`config.mk`:
```
export PLATFORM = sky130hd
export DESIGN_NAME = vbic_top
export DESIGN_NICKNAME = d
export VERILOG_FILES = /design/src/rtl/vbic_pkg.sv /design/src/rtl/vbic_top.sv
export SDC_FILE = /design/constraint.sdc
export NUM_CORES = 1
export LEC_CHECK = 0
export ABC_AREA = 1
export BUFFER_PORTS_ARGS = -buffer_cell sky130_fd_sc_hd__buf_2
export CAP_MARGIN = 10
export CORE_MARGIN = 1.5
export CORE_UTILIZATION = 40
export CTS_CLUSTER_SIZE = 20
export DETAILED_ROUTE_END_ITERATION = 10
export GPL_ROUTABILITY_DRIVEN = 1
export PLACE_DENSITY = 0.68
export SLEW_MARGIN = 5
export SYNTH_ARGS = -nofsm -noshare
export SYNTH_HDL_FRONTEND = slang
export SYNTH_SLANG_ARGS = --single-unit
```
`constraint.sdc`:
```
create_clock -name sys_clk -period 6.6 [get_ports sys_clk]
set_input_delay 0.66 -clock sys_clk [delete_from_list [all_inputs] [get_ports sys_clk]]
set_output_delay 0.66 -clock sys_clk [all_outputs]
set_load 0.01 [all_outputs]
```
`src/rtl/vbic_pkg.sv`:
```
// Purpose: constants and types for the video buffer i2c configuration block
// Assumes: i2c target, 7-bit addressing, sys_clk far faster than scl
// Notes:   channel and control register layouts
package vbic_pkg;
  localparam logic [4:0] ADDR_FIXED      = 5'h0B;
  localparam logic [7:0] IDX_CH_FIRST    = 8'h01;
  localparam logic [7:0] IDX_CH_LAST     = 8'h03;
  localparam logic [7:0] IDX_CTRL        = 8'h04;
  localparam int         NUM_CH          = 3;
  localparam logic [7:0] CH_RESET_OFF    = 8'h00;
  localparam logic [7:0] CH_RESET_ON     = 8'h04;
  localparam logic [7:0] CTRL_RESET_OFF  = 8'h00;
  localparam logic [7:0] CTRL_RESET_ON   = 8'h40;
  localparam int         CH_FILT_BIT     = 7;
  localparam int         CH_MUX_HI       = 6;
  localparam int         CH_MUX_LO       = 3;
  localparam int         CH_MODE_HI      = 2;
  localparam int         CTRL_MON_BIT    = 6;
  localparam int         CTRL_BUF_BIT    = 5;
  localparam int         CTRL_VS_HI      = 4;
  localparam int         CTRL_VS_LO      = 3;
  localparam int         CTRL_HS_HI      = 2;
  localparam int         CTRL_HS_LO      = 1;
  localparam int         CTRL_SYNC_BIT   = 0;
  localparam logic [3:0] MUX_B_FIRST     = 4'h5;
  localparam logic [2:0] MODE_OFF        = 3'h0;
  localparam logic [2:0] MODE_AC_CLAMP   = 3'h5;
  localparam logic [3:0] BIT_LAST        = 4'h7;
  localparam logic [3:0] BIT_ACK         = 4'h8;

  typedef enum logic [2:0] {ST_IDLE, ST_ADDR, ST_IDX, ST_DATA, ST_RD, ST_ACK, ST_RACK, ST_SKIP} vbic_state_t;

  typedef struct packed {
    logic [2:0] mode;
    logic       monEn;
    logic       bufEn;
    logic       muxB;
    logic       wideFilt;
  } vbic_chan_t;

  typedef struct packed {
    logic [1:0]  sclSync;
    logic [1:0]  sdaSync;
    logic        sclPrev;
    logic        sdaPrev;
    logic        strapSeen;
    vbic_state_t state;
    vbic_state_t after;
    logic [3:0]  bitCnt;
    logic [7:0]  shift;
    logic [7:0]  index;
    logic        sdaOe;
    logic [NUM_CH-1:0][7:0] ch;
    logic [7:0]  ctrl;
  } vbic_regs_t;
endpackage

```
`src/rtl/vbic_top.sv`:
```
// Purpose: i2c target with three channel registers and one control register
// Assumes: scl/sda are open drain pins, oversampled by sys_clk through two flops
// Notes:   no clock stretching; registers decode into path enables
`timescale 1ns/10ps
// What this block does
// bit 7 picks clamp filter in ac-clamp mode
// bits 6..3 pick channel mux input
// bits 2..0 set mode, not gated by master bits
// control bit 7 reserved, no effect
// control bit 6 low disables monitor paths
// control bit 5 low disables buffer paths
// control bits 4..3 pick vertical sync input
// control bits 2..1 pick horizontal sync input
// control bit 0 enables both sync paths
// master writes address, index, then data
// index upper five bits zero, lower three select
// device acknowledges index and data bytes
// one register per transaction only
// read phase one sets index, then stop
// read phase two uses read bit set
// device returns selected register, master nacks
// address is 01011, two strap bits, rw
// index 1..3 channels, index 4 control
// strap pin chooses power-up register contents
// writes to other indices change nothing
module vbic_top (
  input  wire logic                     sys_clk,
  input  wire logic                     resetn,
  input  wire logic                     sclIn,
  input  wire logic                     sdaIn,
  output logic                          sdaOut,
  output logic                          sdaOe,
  input  wire logic                     addr_select_high_pin,
  input  wire logic                     addr_select_low_pin,
  input  wire logic                     powerup_strap_pin,
  output vbic_pkg::vbic_chan_t [2:0]    chanCfg,
  output logic                          vsyncMuxB,
  output logic                          hsyncMuxB,
  output logic                          syncEn
);
  ////////////////////////////////////////////////////////////////////////////
  logic [1:0]           rstSync;
  logic                 rstn;
  vbic_pkg::vbic_regs_t r_reg;
  vbic_pkg::vbic_regs_t r_next;
  logic [1:0]           strapSync;
  logic [1:0]           addrSync [2];
  logic                 scl;
  logic                 sda;
  logic                 sclRise;
  logic                 sclFall;
  logic                 startSeen;
  logic                 stopSeen;
  logic                 idxOk;

  always_ff @(posedge sys_clk or negedge resetn) begin
    if (!resetn) begin
      rstSync <= 2'b00;
    end else begin
      rstSync <= {rstSync[0], 1'b1};
    end
  end
  assign rstn = rstSync[1];

  // straps and pins pass two flops; the first stage is read by nothing else
  // no reset here: the strap has settled in the second flop before the internal reset lifts
  always_ff @(posedge sys_clk) begin
    strapSync   <= {strapSync[0], powerup_strap_pin};
    addrSync[0] <= {addr_select_high_pin, addr_select_low_pin};
    addrSync[1] <= addrSync[0];
  end

  ////////////////////////////////////////////////////////////////////////////
  assign scl       = r_reg.sclSync[1];
  assign sda       = r_reg.sdaSync[1];
  assign sclRise   = scl && !r_reg.sclPrev;
  assign sclFall   = !scl && r_reg.sclPrev;
  assign startSeen = scl && r_reg.sclPrev && r_reg.sdaPrev && !sda;
  assign stopSeen  = scl && r_reg.sclPrev && !r_reg.sdaPrev && sda;
  assign idxOk     = (r_reg.index >= vbic_pkg::IDX_CH_FIRST) && (r_reg.index <= vbic_pkg::IDX_CTRL);

  always_comb begin
    r_next         = r_reg;
    r_next.sclSync = {r_reg.sclSync[0], sclIn};
    r_next.sdaSync = {r_reg.sdaSync[0], sdaIn};
    r_next.sclPrev = scl;
    r_next.sdaPrev = sda;
    // strap caught once after reset release; holds until a valid write
    if (!r_reg.strapSeen) begin
      r_next.strapSeen = 1'b1;
      for (int i = 0; i < vbic_pkg::NUM_CH; i++) begin
        r_next.ch[i] = strapSync[1] ? vbic_pkg::CH_RESET_ON : vbic_pkg::CH_RESET_OFF;
      end
      r_next.ctrl = strapSync[1] ? vbic_pkg::CTRL_RESET_ON : vbic_pkg::CTRL_RESET_OFF;
    end
    if (startSeen) begin
      r_next.state  = vbic_pkg::ST_ADDR;
      r_next.bitCnt = 4'h0;
      r_next.sdaOe  = 1'b1;
    end else if (stopSeen) begin
      r_next.state = vbic_pkg::ST_IDLE;
      r_next.sdaOe = 1'b1;
    end else if (sclRise) begin
      unique case (r_reg.state)
        vbic_pkg::ST_ADDR, vbic_pkg::ST_IDX, vbic_pkg::ST_DATA: begin
          r_next.shift  = {r_reg.shift[6:0], sda};
          r_next.bitCnt = r_reg.bitCnt + 4'h1;
        end
        vbic_pkg::ST_RD: begin
          r_next.bitCnt = r_reg.bitCnt + 4'h1;
        end
        vbic_pkg::ST_RACK: begin
          // ack or nack from the master both close the single-byte read
          r_next.state = vbic_pkg::ST_SKIP;
        end
        default: begin
        end
      endcase
    end else if (sclFall) begin
      unique case (r_reg.state)
        vbic_pkg::ST_ADDR: begin
          if (r_reg.bitCnt == vbic_pkg::BIT_ACK) begin
            if (r_reg.shift[7:1] == {vbic_pkg::ADDR_FIXED, addrSync[1]}) begin
              r_next.sdaOe  = 1'b0;
              r_next.state  = vbic_pkg::ST_ACK;
              r_next.after  = r_reg.shift[0] ? vbic_pkg::ST_RD : vbic_pkg::ST_IDX;
            end else begin
              r_next.state = vbic_pkg::ST_SKIP;
            end
            r_next.bitCnt = 4'h0;
          end
        end
        vbic_pkg::ST_IDX: begin
          if (r_reg.bitCnt == vbic_pkg::BIT_ACK) begin
            r_next.index  = r_reg.shift;
            r_next.sdaOe  = 1'b0;
            r_next.state  = vbic_pkg::ST_ACK;
            r_next.after  = vbic_pkg::ST_DATA;
            r_next.bitCnt = 4'h0;
          end
        end
        vbic_pkg::ST_DATA: begin
          if (r_reg.bitCnt == vbic_pkg::BIT_ACK) begin
            // upper five index bits must be zero for any write to land
            if (idxOk) begin
              if (r_reg.index == vbic_pkg::IDX_CTRL) begin
                r_next.ctrl = r_reg.shift;
              end else begin
                r_next.ch[r_reg.index[1:0] - 2'd1] = r_reg.shift;
              end
            end
            r_next.sdaOe  = 1'b0;
            r_next.state  = vbic_pkg::ST_ACK;
            r_next.after  = vbic_pkg::ST_SKIP;
            r_next.bitCnt = 4'h0;
          end
        end
        vbic_pkg::ST_ACK: begin
          r_next.state = r_reg.after;
          r_next.sdaOe = 1'b1;
          if (r_reg.after == vbic_pkg::ST_RD) begin
            // unmapped index reads back zero
            r_next.shift = !idxOk ? 8'h00 :
                           (r_reg.index == vbic_pkg::IDX_CTRL) ? r_reg.ctrl : r_reg.ch[r_reg.index[1:0] - 2'd1];
            r_next.sdaOe = !((!idxOk ? 1'b0 : (r_reg.index == vbic_pkg::IDX_CTRL) ? r_reg.ctrl[7]
                             : r_reg.ch[r_reg.index[1:0] - 2'd1][7]) == 1'b0);
          end
        end
        vbic_pkg::ST_RD: begin
          if (r_reg.bitCnt == vbic_pkg::BIT_LAST + 4'h1) begin
            r_next.sdaOe = 1'b1;
            r_next.state = vbic_pkg::ST_RACK;
          end else begin
            r_next.shift = {r_reg.shift[6:0], 1'b0};
            r_next.sdaOe = r_reg.shift[6];
          end
        end
        default: begin
        end
      endcase
    end
  end

  always_ff @(posedge sys_clk or negedge rstn) begin
    if (!rstn) begin
      r_reg.sclSync   <= 2'b11;
      r_reg.sdaSync   <= 2'b11;
      r_reg.sclPrev   <= 1'b1;
      r_reg.sdaPrev   <= 1'b1;
      r_reg.strapSeen <= 1'b0;
      r_reg.state     <= vbic_pkg::ST_IDLE;
      r_reg.after     <= vbic_pkg::ST_IDLE;
      r_reg.bitCnt    <= 4'h0;
      r_reg.shift     <= 8'h00;
      r_reg.index     <= 8'h00;
      r_reg.sdaOe     <= 1'b1;
      r_reg.ch[0]     <= vbic_pkg::CH_RESET_OFF;
      r_reg.ch[1]     <= vbic_pkg::CH_RESET_OFF;
      r_reg.ch[2]     <= vbic_pkg::CH_RESET_OFF;
      r_reg.ctrl      <= vbic_pkg::CTRL_RESET_OFF;
    end else begin
      r_reg <= r_next;
    end
  end

  ////////////////////////////////////////////////////////////////////////////
  // decoded outputs registered so every output comes from a flop
  always_ff @(posedge sys_clk or negedge rstn) begin
    if (!rstn) begin
      chanCfg   <= '0;
      vsyncMuxB <= 1'b0;
      hsyncMuxB <= 1'b0;
      syncEn    <= 1'b0;
      sdaOut    <= 1'b0;
      sdaOe     <= 1'b1;
    end else begin
      for (int i = 0; i < vbic_pkg::NUM_CH; i++) begin
        chanCfg[i].mode     <= r_reg.ch[i][vbic_pkg::CH_MODE_HI:0];
        chanCfg[i].monEn    <= r_reg.ctrl[vbic_pkg::CTRL_MON_BIT] &&
                               (r_reg.ch[i][vbic_pkg::CH_MODE_HI:0] != vbic_pkg::MODE_OFF);
        chanCfg[i].bufEn    <= r_reg.ctrl[vbic_pkg::CTRL_BUF_BIT] &&
                               (r_reg.ch[i][vbic_pkg::CH_MODE_HI:0] != vbic_pkg::MODE_OFF);
        chanCfg[i].muxB     <= r_reg.ch[i][vbic_pkg::CH_MUX_HI:vbic_pkg::CH_MUX_LO] >= vbic_pkg::MUX_B_FIRST;
        chanCfg[i].wideFilt <= r_reg.ch[i][vbic_pkg::CH_FILT_BIT] &&
                               (r_reg.ch[i][vbic_pkg::CH_MODE_HI:0] >= vbic_pkg::MODE_AC_CLAMP);
      end
      // reserved codes fall back to input a; control bit 7 feeds no decoded output, only readback
      vsyncMuxB <= r_reg.ctrl[vbic_pkg::CTRL_VS_HI:vbic_pkg::CTRL_VS_LO] == 2'b01;
      hsyncMuxB <= r_reg.ctrl[vbic_pkg::CTRL_HS_HI:vbic_pkg::CTRL_HS_LO] == 2'b01;
      syncEn    <= r_reg.ctrl[vbic_pkg::CTRL_SYNC_BIT];
      sdaOut    <= 1'b0;
      sdaOe     <= r_reg.sdaOe;
    end
  end

  ////////////////////////////////////////////////////////////////////////////
  AST_SYNC_EN: assert property (@(posedge sys_clk) disable iff (!rstn)
    ##1 syncEn == $past(r_reg.ctrl[0])) else $error("sync enable does not follow control bit 0");
  AST_MON_OFF: assert property (@(posedge sys_clk) disable iff (!rstn)
    !r_reg.ctrl[6] |=> !chanCfg[0].monEn && !chanCfg[1].monEn && !chanCfg[2].monEn)
    else $error("monitor path on while master bit low");
  AST_BUF_OFF: assert property (@(posedge sys_clk) disable iff (!rstn)
    !r_reg.ctrl[5] |=> !chanCfg[0].bufEn && !chanCfg[1].bufEn && !chanCfg[2].bufEn)
    else $error("buffer path on while master bit low");
  AST_VS_SEL: assert property (@(posedge sys_clk) disable iff (!rstn)
    r_reg.ctrl[4:3] == 2'b01 |=> vsyncMuxB) else $error("vertical sync not on input b");
  AST_HS_SEL: assert property (@(posedge sys_clk) disable iff (!rstn)
    r_reg.ctrl[2:1] == 2'b00 |=> !hsyncMuxB) else $error("horizontal sync not on input a");
  AST_MUX_B: assert property (@(posedge sys_clk) disable iff (!rstn)
    r_reg.ch[0][6:3] == 4'h5 |=> chanCfg[0].muxB) else $error("code 5 must pick input b");
  AST_FILT: assert property (@(posedge sys_clk) disable iff (!rstn)
    r_reg.ch[1][2:0] < 3'h5 |=> !chanCfg[1].wideFilt) else $error("filter active outside clamp mode");
  AST_MODE: assert property (@(posedge sys_clk) disable iff (!rstn)
    ##1 chanCfg[2].mode == $past(r_reg.ch[2][2:0])) else $error("channel mode not passed through");
  AST_BAD_IDX: assert property (@(posedge sys_clk) disable iff (!rstn)
    r_reg.strapSeen && !idxOk |=> r_reg.ctrl == $past(r_reg.ctrl)) else $error("write to bad index changed control");
endmodule

```
# After elaboration in Yosys (flattened, before gate mapping)

Memories as Yosys holds them, arrays and structs flattened.
Index checks and enable logic that the tools add are counted.

Add/sub/neg operators: 2
Order comparisons: 10
Eq/ne operators: 34
Multiplexer cells: 70
Bitwise gates (word level): 3
Reduce and logical (&&, ||, !) cells: 42

Operator list:

| kind               | number |
|---|---|
| $mux 32            | 5 |
| $mux 10            | 15 |
| $mux 33            | 3 |
| $mux 8             | 9 |
| $mux 59            | 1 |
| $mux 9             | 6 |
| $mux 41            | 1 |
| $ne 4x4->1 const B | 7 |
| $reduce_and 7->1   | 4 |
| $bwmux 24          | 1 |
| $mux 24            | 1 |
| $mux 3             | 8 |
| $ne 6x6->1 const B | 4 |
| $pmux 7 s3         | 1 |
| $reduce_bool 3->1  | 7 |
| $mux 20            | 1 |
| $ne 5x5->1 const B | 4 |
| $logic_and 1x1->1  | 18 |
| $bmux 8 s2         | 1 |
| $demux 8 s2        | 1 |
| $pmux 8 s2         | 1 |
| $pmux 3 s5         | 1 |
| $eq 3x3->1 const B | 4 |
| $ge 4x3->1 const B | 3 |
| other kinds (36)   | 54 |

Bits in registers: 95
Memory bits (writable): 4
Input port bits: 7
Output and inout port bits: 26
Logic and storage cells: 198
Memories kept: 1

Memory list:

| name     | words | width | rd ports | clocked after memory_dff | wr ports | RTL line       | RTL |
|---|---|---|---|---|---|---|---|
| addrSync | 2     | 2     | 2        | 0                        | 2        | vbic_top.sv:47 | `logic [1:0] addrSync [2];` |

# Logic depth before layout (Yosys ltp)

Depth after elaboration: 16
Mapped depth: 12

# Worst setup path after synthesis

Ideal clock, no wire load.

Path type: reg-to-reg
From: register r_reg[33] (netlist name)
To: register r_reg[29] (netlist name)
Arrival: 2050 ps
Required time: 6476 ps
Path slack: 4425 ps
Stages on the path, launching flop included: 11
Buffers on the path: 2
Path through: dfrtp_1 > clkbuf_1 > clkinv_1 > ha_1 > nand2_1 > nand2_1 > nor2_1 > nand4_2 > buf_2 > nand3_1 > o21ai_1

RTL lines:

| element                | RTL line        | RTL |
|---|---|---|
| from (decl)            | vbic_top.sv:44  | `vbic_pkg::vbic_regs_t r_reg;` |
| from (signal assigned) | vbic_top.sv:202 | `r_reg <= r_next;` |

==> reports/qor.txt <==
========================================================================================
Peak per-stage delay on the critical path                                        0.67 ns
Synth unique cells                                                                    37
Number of buffers created by CTS                                                       9
Final max-slew violation count                                                         0
Initial standard-cell utilization of the core                                      40.9%
Status                                                                      finished clean
Global-route wire length before repair                                           18.8 mm
Most common cell in the synthesized netlist                                 sky130_fd_sc_hd__nand2_1
Antenna Violating Nets Remaining                                                       0
Max Clock Freq                                                                   359 MHz
Net count reported at finish                                                         613
Mapped Cells                                                                         564
Number of post-CTS setup repair buffers                                                0
Vias per Instance                                                                   5.06
Final setup fails                                                                      0
DRT iter0 DRCs                                                                       290
H-Tree Depth                                                                           3
Sum of internal, switching and leakage power                                     1.86 mW
Fill count                                                                          1121
Number of hold violations in the final report                                          0
Aggregate routed wire length                                                     11.3 mm
Layout cells sized above 1                                                         13.7%
Worst vdd ir                                                                      163 uV
Slew of the pin with the lowest slew margin                                      1.07 ns
Async set-or-reset flop fraction in the synthesized netlist                        93.9%
Crit path required time                                                          6.83 ns
Worst clock skew on the final layout                                          0.00594 ns
Final antenna diode count                                                              0
Post-Place Cell Area                                                            4930 um2
Total half-perimeter wirelength after legalization and detailed placement        8.06 mm
Routability congestion estimate                                                    0.911
Number of synthesized flops with an enable pin                                         0
Number of antenna violations at the first check in global routing                      0
Worst max-slew margin expressed relative to the limit                              29.0%
Via count of the first global-routing pass                                          3720
Share of Yosys cell area claimed by the top area cell type                         45.7%
Total number of vias                                                                3762
Clock tree buffer depth                                                                2
Setup tns final                                                                     0 ns
Max FFs per register                                                                  62
Root buffer selected by CTS                                                 sky130_fd_sc_hd__clkbuf_16
# port buffers                                                                        31
Register clock-pin slew on the reported worst setup and hold paths               0.07 ns
Synthesis-to-layout area growth                                                    13.1%
Pre-Repair DR Iteration Count                                                          4
Cell repeated most along the worst path                                     sky130_fd_sc_hd__nand2_1
Largest net degree at the start of global routing                                     59
CTS tree                                                                           built
Worst Hold Class                                                                in2async
Power Dens Cells                                                              353 nW/um2
Clock latency reported for the late side of the worst-skew pair                  0.35 ns
WP data arrival                                                                  3.02 ns
Top Ports                                                                             33
Die Area                                                                       12300 um2
Unrepaired setup endpoints after global routing                                       no
Critical path, cell by cell                                                 clkinv_1 > ha_1 > nand2_1 > nand2_1 > nor2_1 > nand4_2 > o21ai_0 > inv_1
Row cnt                                                                               39
Worst setup path category                                                        reg2reg
Die height                                                                        111 um
Maxcap violations                                                                      0
Top cells by area, synth                                                    sky130_fd_sc_hd__dfrtp_1 (46%), sky130_fd_sc_hd__nand2_1 (12%), sky130_fd_sc_hd__nand3_1 (5.2%), sky130_fd_sc_hd__nor2_1 (4.6%), sky130_fd_sc_hd__dfstp_2 (4.5%)
Library cell with the largest summed area after synthesis                   sky130_fd_sc_hd__dfrtp_1
Warning count from the yosys run                                                       0
FF-to-FF Start                                                              r_reg[33]$_DFFE_PN0P_
Endpoint kind of the worst setup timing path                                    register
Die X                                                                             111 um
Final Instance Area                                                             5260 um2
Post-Syn Area per Cell                                                          8.25 um2
Highest-delay cell along the critical path                                  sky130_fd_sc_hd__dfrtp_1
List of most frequent post-synthesis cells                                  sky130_fd_sc_hd__nand2_1 (143), sky130_fd_sc_hd__dfrtp_1 (85), sky130_fd_sc_hd__nor2_1 (57), sky130_fd_sc_hd__inv_1 (55), sky130_fd_sc_hd__nand3_1 (48)
Static leakage power                                                             2.68 nW
Critical Path Start                                                         r_reg[33]$_DFFE_PN0P_
Predominant post-synthesis flop cell                                        sky130_fd_sc_hd__dfrtp_1
Cts hold-fix bufs                                                                      0
Peak fanout along the critical path                                                   19
Global route total overflow                                                            0
Netlist area before placement                                                   4650 um2
Post-route DRC violation count                                                         0
Global Route Usage Sum                                                             19.5%
Proportion of synthesized chip area in sequential cells                            52.8%
Clock tree sinks                                                                      99
Final Critical Period                                                            2.79 ns
Post-route clock period utilization                                                42.3%
Routed wire per std cell                                                         15.2 um
Sort of element at the start of the critical path                               register
Flop and latch count out of synthesis                                                 99
Core Region                                                                    11400 um2
Count of instances resized after the clock tree is built                               0
========================================================================================
## worst max-delay path: cells and delay by family (launching register included)
family                     cells  cell delay, ns
AOI/OAI and AO/OA              1            0.26
adders and majority gates      1            0.32
buffers and inverters          2            0.49
DFF                            1            0.67
and+or+nand+nor                4            0.93
## routing by layer
layer | global-route usage (%) | part of all wire, % | up-vias
li1 | - | - | 1878
met1 | 25.0 | 45 | 1773
met2 | 31.2 | 48 | 91
met3 | 3.28 | 4.6 | 20
met4 | 10.9 | 2.8 | 0
met5 | 0 | 0 | -
## layout make-up
type	instances	area (um2)	area share (%)
multi-input combinational	388	1890	35.9
clock inverter	3	68.8	1.31
tap	143	179	3.40
timing repair buffer	32	163	3.09
inverter	65	244	4.64
clock buffer	13	260	4.95
sequential	99	2460	46.8
## cells by family after synthesis
group           share of synthesized area [%]
fa+ha+maj                                2.96
compound gates                           12.1
simple gates                             25.3
flops                                    52.8
buf+inv                                  6.70
other cells                             0.161
## stage by stage
step,hold WS [ns],setup slack [ns],util (%),std cells
2_1_floorplan,0.310,3.83,-,565
5_1_grt,0.0752,3.41,46.3,743
3_5_place_dp,0.291,3.82,43.4,727
3_3_place_gp,0.285,3.91,43.4,727
4_1_cts,0.0767,3.82,46.3,743
6_report,0.0812,3.81,46.3,743
## report_power, final
part,switching [mW],internal (mW)
combinational,0.354,0.145
clock,0.224,0.355
sequential,0.0924,0.689
## worst paths after layout
path                                     endpoint  depth (start not counted)  slack, ns
max in group asynchronous     r_reg[17]$_DFF_PN0_                          1       5.24
min in group sys_clk       addrSync[0][2]$_DFF_P_                          0       0.33
max                           r_reg[26]$_DFF_PN0_                          8       3.81
max reg2reg                   r_reg[26]$_DFF_PN0_                          8       3.81
min                          rstSync[1]$_DFF_PN0_                          1       0.08
min reg2reg                 r_reg[37]$_DFFE_PN0P_                          0       0.28
## layout by cell type (no fill, tap or decap), types with 5 or more instances in the layout
cell type                   instances
sky130_fd_sc_hd__o21ai_2            6
sky130_fd_sc_hd__nor2_1            57
sky130_fd_sc_hd__nand4_1            6
sky130_fd_sc_hd__o21ai_1           23
sky130_fd_sc_hd__a21oi_1           35
sky130_fd_sc_hd__ha_1              11
sky130_fd_sc_hd__nand3_1           48
sky130_fd_sc_hd__dfxtp_1            6
sky130_fd_sc_hd__clkbuf_16          9
sky130_fd_sc_hd__o21ai_0           30
sky130_fd_sc_hd__dfrtp_1           84
sky130_fd_sc_hd__nand2_1          143
sky130_fd_sc_hd__inv_2              8
sky130_fd_sc_hd__inv_1             55
sky130_fd_sc_hd__o211ai_1           5
sky130_fd_sc_hd__dfstp_2            8
sky130_fd_sc_hd__buf_2             31
Power figures use the tool's default switching activity.
